==> config.mk <==
export PLATFORM = sky130hd
export DESIGN_NAME = adc_conversion_sequencer
export DESIGN_NICKNAME = d
export VERILOG_FILES = /design/src/inc/adc_seq_pkg.sv /design/src/verilog/adc_conversion_sequencer.sv /design/src/verilog/adc_channel_decode.sv /design/src/verilog/adc_interval_timer.sv
export VERILOG_INCLUDE_DIRS = /design/src /design/src/inc
export SDC_FILE = /design/constraint.sdc
export NUM_CORES = 1
export LEC_CHECK = 0
export ABC_CLOCK_PERIOD_IN_PS = 3620
export CAP_MARGIN = 0
export CORE_ASPECT_RATIO = 0.5
export CORE_MARGIN = 4
export CORE_UTILIZATION = 66
export CTS_BUF_LIST = sky130_fd_sc_hd__clkbuf_4 sky130_fd_sc_hd__clkbuf_8
export DETAILED_ROUTE_END_ITERATION = 10
export DONT_BUFFER_PORTS = 1
export PLACE_DENSITY = 0.93
export SYNTH_ARGS = -nofsm -noshare
export SYNTH_HDL_FRONTEND = slang
export SYNTH_SLANG_ARGS = --single-unit
==> constraint.sdc <==
create_clock -name clock -period 3.62 [get_ports clock]
set_input_delay 1.086 -clock clock [delete_from_list [all_inputs] [get_ports clock]]
set_output_delay 1.086 -clock clock [all_outputs]
set_load 0.02 [all_outputs]
==> src/inc/adc_seq_defs.svh <==
// offsets, field positions, reset values and timing counts of the sequencer
// Notes on behaviour
// [RULE1] resolution_select zero gives 12-bit conversion
// [RULE2] divider bits pick ratio; 1/01 is 1/32
// [RULE3] channel_select 0001 routes analog_input_1
// [RULE4] writing start one launches an operation
// [RULE5] completion sets done flag, clears start together
// [RULE6] software polls done flag for completion
// [RULE7] done flag stays until software writes zero
// [RULE8] done with irq enable raises interrupt request
// [RULE9] result split high/low; read high first
// [RULE10] comparator needs cmp one, adj one, resolution_select zero; code starts a compare on cmp one alone
// [RULE11] comparison lasts 28/ratio plus two cycles
// [RULE12] high byte holds the comparison reference
// [RULE13] compare outcome in low byte bit 7
// [RULE14] clearing start mid-operation aborts it
// [RULE15] reset clears start and halts converter
// [RULE16] no low-power modes while start is set
// [RULE17] 12-bit conversion lasts 52/ratio plus two
// [RULE18] 12-bit: high byte upper, low nibble bits 7:4
// [RULE19] codes 0000 to 1010 select eleven inputs
// [RULE20] 8-bit mode writes only high byte
// [RULE21] start pulse, count interval, latch, then done
// [RULE22] results written only at completion cycle
`ifndef ADC_SEQ_DEFS_SVH
`define ADC_SEQ_DEFS_SVH
`define ADC_CONTROL_ADDR   12'h000
`define ADC_MODE_ADDR      12'h004
`define RESULT_LOW_ADDR    12'h008
`define RESULT_HIGH_ADDR   12'h00C
`define CTRL_CHAN_MSB      7
`define CTRL_CHAN_LSB      4
`define CTRL_CMP_BIT       3
`define CTRL_START_BIT     2
`define CTRL_DONE_BIT      1
`define CTRL_IE_BIT        0
`define MODE_RESOLUTION_SELECT_BIT     6
`define MODE_ADJ_BIT       2
`define MODE_DIV_MSB       1
`define MODE_DIV_LSB       0
`define LOW_DIVHI_BIT      0
`define REG_RESET          8'h00
`define MAX_CHANNEL        4'hA
`define TICKS_12BIT        8'd52
`define TICKS_8BIT         8'd32
`define TICKS_COMPARE      8'd28
`define TAIL_CYCLES        8'd2
`endif

==> src/inc/adc_seq_pkg.sv <==
// types of the conversion sequencer
package adc_seq_pkg;
  typedef enum logic [1:0] {
    seq_idle,
    seq_run,
    seq_tail
  } seq_state_t;

  typedef enum logic [1:0] {
    op_conv12,
    op_conv8,
    op_compare
  } op_kind_t;
endpackage : adc_seq_pkg

==> src/verilog/adc_conversion_sequencer.sv <==
// conversion sequencer with apb registers and analog core handshake
`include "adc_seq_defs.svh"
module adc_conversion_sequencer
  import adc_seq_pkg::*;
#(
  parameter int CHANNELS = 11
) (
  input  wire logic                clock,
  input  wire logic                reset,
  input  wire logic                psel,
  input  wire logic                penable,
  input  wire logic                pwrite,
  input  wire logic [11:0]         paddr,
  input  wire logic [31:0]         pwdata,
  output logic                     pready,
  output logic      [31:0]         prdata,
  output logic                     pslverr,
  output logic                     core_start,
  output logic      [3:0]          core_channel,
  output logic      [CHANNELS-1:0] core_select,
  output logic                     core_eight_bit,
  output logic                     core_compare,
  output logic                     core_offset_comp,
  output logic      [7:0]          core_reference,
  input  wire logic [11:0]         core_result,
  input  wire logic                core_compare_out,
  output logic                     done_irq,
  output logic                     busy
);
  typedef struct packed {
    seq_state_t state;
    op_kind_t   op;
    logic [7:0] control;
    logic [7:0] mode;
    logic [7:0] low;
    logic [7:0] high;
    logic [1:0] tail;
    logic       start_pulse;
    logic [1:0] cmp_sync;
    logic [11:0] res_s1;
    logic [11:0] res_s2;
  } state_t;

  state_t     cur_reg;
  state_t     cur_next;
  logic       wr_en;
  logic       rd_en;
  logic       addr_ok;
  logic [2:0] div_code;
  logic [7:0] base_ticks;
  logic       timer_load;
  logic       timer_expired;

  assign wr_en   = psel && penable && pwrite;
  assign rd_en   = psel && penable && !pwrite;
  assign addr_ok = (paddr == `ADC_CONTROL_ADDR) || (paddr == `ADC_MODE_ADDR)
                 || (paddr == `RESULT_LOW_ADDR) || (paddr == `RESULT_HIGH_ADDR);
  assign pready  = 1'b1;
  assign pslverr = psel && penable && !addr_ok;

  assign div_code = {cur_reg.low[`LOW_DIVHI_BIT],
                     cur_reg.mode[`MODE_DIV_MSB:`MODE_DIV_LSB]}; // [RULE2]

  always_comb begin
    case (cur_reg.op)
      op_conv12:  base_ticks = `TICKS_12BIT;   // [RULE17]
      op_conv8:   base_ticks = `TICKS_8BIT;
      op_compare: base_ticks = `TICKS_COMPARE; // [RULE11]
      default:    base_ticks = `TICKS_12BIT;
    endcase
  end

  adc_interval_timer u_timer (
    .clock      (clock),
    .reset      (reset),
    .load       (timer_load),
    .div_code   (div_code),
    .base_ticks (base_ticks),
    .expired    (timer_expired)
  );

  adc_channel_decode #(
    .CHANNELS (CHANNELS)
  ) u_decode (
    .code          (cur_reg.control[`CTRL_CHAN_MSB:`CTRL_CHAN_LSB]),
    .select_onehot (core_select)
  );

  always_comb begin
    cur_next = cur_reg;
    cur_next.start_pulse = 1'b0;
    cur_next.cmp_sync = {cur_reg.cmp_sync[0], core_compare_out};
    cur_next.res_s1 = core_result;
    cur_next.res_s2 = cur_reg.res_s1;
    timer_load = 1'b0;

    // register writes
    if (wr_en) begin
      case (paddr)
        `ADC_CONTROL_ADDR: begin
          cur_next.control = pwdata[7:0];
          // software writes can only clear the done flag, never set it
          cur_next.control[`CTRL_DONE_BIT] =
            cur_reg.control[`CTRL_DONE_BIT] && pwdata[`CTRL_DONE_BIT]; // [RULE7]
        end
        `ADC_MODE_ADDR:    cur_next.mode = pwdata[7:0];
        `RESULT_LOW_ADDR:  cur_next.low  = pwdata[7:0];
        `RESULT_HIGH_ADDR: cur_next.high = pwdata[7:0]; // [RULE12]
        default: ;
      endcase
    end

    case (cur_reg.state)
      seq_idle: begin
        if (cur_next.control[`CTRL_START_BIT]) begin // [RULE4]
          if (cur_next.control[`CTRL_CMP_BIT]) begin
            cur_next.op = op_compare;
          end else if (cur_next.mode[`MODE_RESOLUTION_SELECT_BIT]) begin
            cur_next.op = op_conv8; // [RULE20]
          end else begin
            cur_next.op = op_conv12; // [RULE1]
          end
          cur_next.start_pulse = 1'b1; // [RULE21]
          cur_next.state = seq_run;
        end
      end
      seq_run: begin
        if (cur_reg.start_pulse) begin
          timer_load = 1'b1;
        end
        if (!cur_next.control[`CTRL_START_BIT]) begin
          cur_next.state = seq_idle; // [RULE14]
        end else if (timer_expired) begin
          cur_next.tail = `TAIL_CYCLES - 8'd1 > 8'd0 ? 2'd1 : 2'd0;
          cur_next.state = seq_tail;
        end
      end
      seq_tail: begin
        if (!cur_next.control[`CTRL_START_BIT]) begin
          cur_next.state = seq_idle; // [RULE14]
        end else if (cur_reg.tail != 2'd0) begin
          cur_next.tail = cur_reg.tail - 2'd1;
        end else begin
          // completion: latch results, set done, drop start
          cur_next.state = seq_idle;
          cur_next.control[`CTRL_DONE_BIT]  = 1'b1; // [RULE5] [RULE7]
          cur_next.control[`CTRL_START_BIT] = 1'b0; // [RULE5]
          case (cur_reg.op)
            op_compare: begin
              cur_next.low[7] = cur_reg.cmp_sync[1]; // [RULE13] [RULE22]
            end
            op_conv8: begin
              cur_next.high = cur_reg.res_s2[11:4]; // [RULE20] [RULE22]
            end
            default: begin
              cur_next.high = cur_reg.res_s2[11:4]; // [RULE18] [RULE9]
              cur_next.low[7:4] = cur_reg.res_s2[3:0]; // [RULE18] [RULE22]
            end
          endcase
        end
      end
      default: cur_next.state = seq_idle;
    endcase
  end

  always_ff @(posedge clock or posedge reset) begin
    if (reset) begin
      cur_reg <= '0; // [RULE15]
      cur_reg.state <= seq_idle;
      cur_reg.op <= op_conv12;
      cur_reg.control <= `REG_RESET;
      cur_reg.mode <= `REG_RESET;
      cur_reg.low <= `REG_RESET;
      cur_reg.high <= `REG_RESET;
    end else begin
      cur_reg <= cur_next;
    end
  end

  always_comb begin
    prdata = 32'h0000_0000;
    if (rd_en) begin
      case (paddr)
        `ADC_CONTROL_ADDR: prdata[7:0] = cur_reg.control; // [RULE6]
        `ADC_MODE_ADDR:    prdata[7:0] = cur_reg.mode;
        `RESULT_LOW_ADDR:  prdata[7:0] = cur_reg.low; // [RULE9]
        `RESULT_HIGH_ADDR: prdata[7:0] = cur_reg.high;
        default:           prdata = 32'h0000_0000;
      endcase
    end
  end

  assign core_start       = cur_reg.start_pulse; // [RULE21]
  assign core_channel     = cur_reg.control[`CTRL_CHAN_MSB:`CTRL_CHAN_LSB];
  assign core_eight_bit   = (cur_reg.op == op_conv8);
  assign core_compare     = cur_reg.control[`CTRL_CMP_BIT];
  assign core_offset_comp = cur_reg.mode[`MODE_ADJ_BIT];
  assign core_reference   = cur_reg.high; // [RULE12]
  assign done_irq = cur_reg.control[`CTRL_DONE_BIT]
                  && cur_reg.control[`CTRL_IE_BIT]; // [RULE8]
  assign busy = cur_reg.control[`CTRL_START_BIT]; // [RULE16]
endmodule : adc_conversion_sequencer

==> src/verilog/adc_channel_decode.sv <==
// one-hot channel decode towards the input multiplexer
module adc_channel_decode
  import adc_seq_pkg::*;
#(
  parameter int CHANNELS = 11
) (
  input  wire logic [3:0]          code,
  output logic      [CHANNELS-1:0] select_onehot
);
  genvar i;
  generate
    for (i = 0; i < CHANNELS; i++) begin : g_ch
      assign select_onehot[i] = (code == 4'(i)); // [RULE3] [RULE19]
    end
  endgenerate
endmodule : adc_channel_decode

==> src/verilog/adc_interval_timer.sv <==
// division-scaled interval counter for one operation
module adc_interval_timer
  import adc_seq_pkg::*;
(
  input  wire logic       clock,
  input  wire logic       reset,
  input  wire logic       load,
  input  wire logic [2:0] div_code,
  input  wire logic [7:0] base_ticks,
  output logic            expired
);
  logic [7:0] count_reg;
  logic [7:0] count_next;
  logic [7:0] load_value;

  // base/ratio; at least one prescaled tick
  always_comb begin
    load_value = base_ticks >> div_code; // [RULE2]
    if (load_value == 8'h00) begin
      load_value = 8'h01;
    end
    count_next = count_reg;
    if (load) begin
      count_next = load_value;
    end else if (count_reg != 8'h00) begin
      count_next = count_reg - 8'h01;
    end
  end

  always_ff @(posedge clock or posedge reset) begin
    if (reset) begin
      count_reg <= 8'h00;
    end else begin
      count_reg <= count_next;
    end
  end

  assign expired = (count_reg == 8'h01) && !load;
endmodule : adc_interval_timer

==> flow_metrics.tcl <==
set metrics [dict create \
    setup_viol 0 \
    synth_enable_flop_cells 0 \
    postRouteWirelength_um 8060 \
    die_area_um2 7020 \
    netlist_instances 315 \
    critPathKind "primary input to primary output" \
    fin_skew_ps 6.67 \
    rsz0062_at_grt "no" \
    yosys_warnings 0 \
    boundaryPins 125 \
    sequential_cell_area_um2 1830 \
    multiInputGateArea_um2 1610 \
    worst_pin_slew_ps 902 \
    antenna_cells 0 \
    grt_max_degree 44 \
    finalCriticalPeriod_ps 3310 \
    ant_nets 0 \
    result_of_the_run "completed" \
    synth_top_family_by_area "multiplexers" \
    mean_instance_size_in_the_synthesized_netlist_um2 11.9 \
    die_x_um 115 \
    first_global_vias 2498 \
    post_cts_hold_buffer_count 0 \
    fin_setup_tns_ps 0 \
    hp-class "register to register" \
    cellPowerDensity_nw_per_um2 464 \
    synthSimpleGateAreaFrac 0.133 \
    synth_xor_area_frac 0.00936 \
    dieHeight_um 61.3 \
    global_routing_usage_summed_across_all_routing_layers 0.246 \
    synth.yosys.seq_area_share 0.488 \
    worst_setup_hold_path_clk_slew_ps 70 \
    layout-drive-gt1-share 0.270 \
    worst_skew_pair.late_latency_ps 350 \
    area_delta_synth_final_pct 3.71 \
    ys_async_sr_fraction 1.00 \
    cts_tree "built" \
    worst_ir_drop_on_vdd_mv 0.282 \
    post_cts.resized_instances 0 \
    rows 19 \
    detailedPlacementHpwl_um 5590 \
    synth_top_flop_cell "sky130_fd_sc_hd__dfrtp_1" \
    fillers 337 \
    use_met2 0.448 \
    finalCritPeriodShare 0.914 \
    detail_route.drc_violations 0 \
    initial_core_util 0.682 \
    crit_slowest_cell "sky130_fd_sc_hd__nor4_4" \
    global_route.overflow_total 0 \
    yosys.area_share.adder 0.0167 \
    global_route.peak_usage_layer "met2" \
    dr_total_vias 2350 \
    critPathMaxStageDelay_ps 270 \
    postSynthRegisterBits 73 \
    synthMuxAreaShare 0.197 \
    timing.critical_path.required_ps 2530 \
    placedInstanceArea_um2 3690 \
    timing_max_transition_violations_final 0 \
    drt-vias-per-instance 6.01 \
    fmax_mhz 302 \
    layout.nets 380 \
    worst_hold_margin_ps 348 \
    clock_path_buffers 2 \
    cp_buf_inv_count 1 \
    synth_compound_gate_area_share 0.0484 \
    final_design_area_no_fill_um2 3880 \
    wl_per_cell_um 20.6 \
    portBuffers 0 \
    largest_register_ffs 36 \
    arrival_ps 2220 \
    fp.coreArea_um2 5490 \
    critPathMaxFanout 8 \
    postCtsSetupBuffers 0 \
    clock_tree.root_cell "sky130_fd_sc_hd__clkbuf_8" \
    unique_cell_type_count_in_the_yosys_netlist 49 \
    timing.critical_path.to_type "primary output" \
    use_met1 0.280 \
    synthesis.area_um2 3740 \
    final-hold-violation-count 0 \
    gp_congestion 0.820 \
    cts.sink_count 73 \
    cp-start-kind "primary input" \
    maxCapViolCount 0 \
    tritoncts.num_buffers 9 \
    antenna_violations_before_repair 0 \
    cpLargestDelayFamily "simple AND/OR/NAND/NOR gates" \
    path_cells "nor4_4, and3_1, nand2_1, nor2b_1, buf_4" \
    gr-usage-met3 0.0667 \
    drt_first_iter_violations 99 \
    timing.max_slew.rel_slack 0.398 \
    grt_pass1_wl_um 12800 \
    drt_pass1_iterations 4 \
    cellLeakagePower_uw 0.00184 \
    clock_tree.htree_level_count 3 \
]
## final cells by class
cell class                 count  share of cell area
sequential                    73               0.470
multi-input combinational    201               0.414
clock buffer                  10              0.0354
timing repair buffer          15              0.0290
tap                           73              0.0235
clock inverter                 6              0.0148
inverter                      13              0.0126
## worst paths after layout
| check | start | to | slack [ps] | cells past startpoint |
|---|---|---|---|---|
| min in group asynchronous | reset | cur_reg[41] | 820 | 1 |
| max in group asynchronous | reset | cur_reg[40] | 2050 | 2 |
| worst min register to register | cur_next[10] | cur_reg[10] | 350 | 0 |
| worst min-delay path | cur_next[10] | cur_reg[10] | 350 | 0 |
| worst max register to register | cur_reg[27] | core_reference[3] | 1550 | 5 |
| worst max-delay path | paddr[7] | prdata[6] | 310 | 5 |
## through the flow
step           worst slack [ps]  power, uW  utilization  instances
6_report                    312       1800        0.707        391
5_1_grt                     229       1880        0.707        391
4_1_cts                     309       1800        0.707        391
3_5_place_dp                322       1190        0.672        375
3_3_place_gp                342       1150        0.672        375
2_1_floorplan               311       1150            -        338
## worst reg2reg max path, cell delays in order, from the launching register on
cell                      delay (ps)
sky130_fd_sc_hd__dfrtp_1         400
sky130_fd_sc_hd__inv_1            70
sky130_fd_sc_hd__ha_1            160
sky130_fd_sc_hd__and3b_1         290
sky130_fd_sc_hd__or3b_1          640
sky130_fd_sc_hd__mux2_4          400
## routing by layer
layer  vias up  share of wire
li1       1033              -
met1      1175           0.38
met2       114           0.52
met3        28          0.074
met4         0          0.030
met5         -              0
## cells in the final DEF, fill, tap and decap left out, types with 4 or more instances in the layout
master | synthesis | final
sky130_fd_sc_hd__mux2_2 | 28 | 28
sky130_fd_sc_hd__nand2b_1 | 6 | 6
sky130_fd_sc_hd__mux2_4 | 8 | 8
sky130_fd_sc_hd__dfrtp_1 | 73 | 73
sky130_fd_sc_hd__nor2_1 | 16 | 16
sky130_fd_sc_hd__o22ai_1 | 5 | 5
sky130_fd_sc_hd__inv_1 | 13 | 12
sky130_fd_sc_hd__nor2b_1 | 9 | 9
sky130_fd_sc_hd__mux2i_1 | 10 | 10
sky130_fd_sc_hd__ha_1 | 5 | 5
sky130_fd_sc_hd__buf_4 | 37 | 15
sky130_fd_sc_hd__clkbuf_8 | 0 | 10
sky130_fd_sc_hd__o21ai_0 | 7 | 7
sky130_fd_sc_hd__nor3_1 | 10 | 10
sky130_fd_sc_hd__nand2_1 | 17 | 17
sky130_fd_sc_hd__conb_1 | 2 | 25
sky130_fd_sc_hd__mux4_2 | 8 | 8
sky130_fd_sc_hd__clkinv_2 | 0 | 4
sky130_fd_sc_hd__a21oi_1 | 10 | 10
## cell families after synthesis
| family | count (synthesis) |
|---|---|
| AND/OR/NAND/NOR | 82 |
| flip-flops | 73 |
| buffers and inverters | 64 |
| multiplexers | 55 |
| AO/OA/AOI/OAI | 30 |
| adder cells (fa/ha/maj) | 5 |
| XOR/XNOR | 4 |
| other | 2 |
## cells in the mapped netlist, drive strengths merged, types with 4 or more instances
cell | number | area [um^2]
mux2i | 11 | 123
nor3 | 10 | 50.1
mux4 | 8 | 180
o22ai | 5 | 31.3
mux2 | 36 | 435
nand2 | 17 | 63.8
nor2b | 9 | 56.3
nor2 | 16 | 60.1
nand2b | 6 | 37.5
dfrtp | 73 | 1830
buf | 42 | 313
clkbuf | 9 | 33.8
a21oi | 10 | 50.1
nor4 | 4 | 61.3
o21ai | 7 | 35.0
inv | 13 | 48.8
ha | 5 | 62.6
nand4 | 4 | 46.3
## power by group
part / total [uW] / leakage [uW] / internal (uW) / switching [uW]
sequential: 931 / 0.000935 / 878 / 52.4
combinational: 245 / 0.000805 / 94.0 / 151
clock: 628 / 0.000102 / 332 / 296
total: 1800 / 0.00184 / 1300 / 499
No activity file was read; power rests on OpenSTA's default activity.
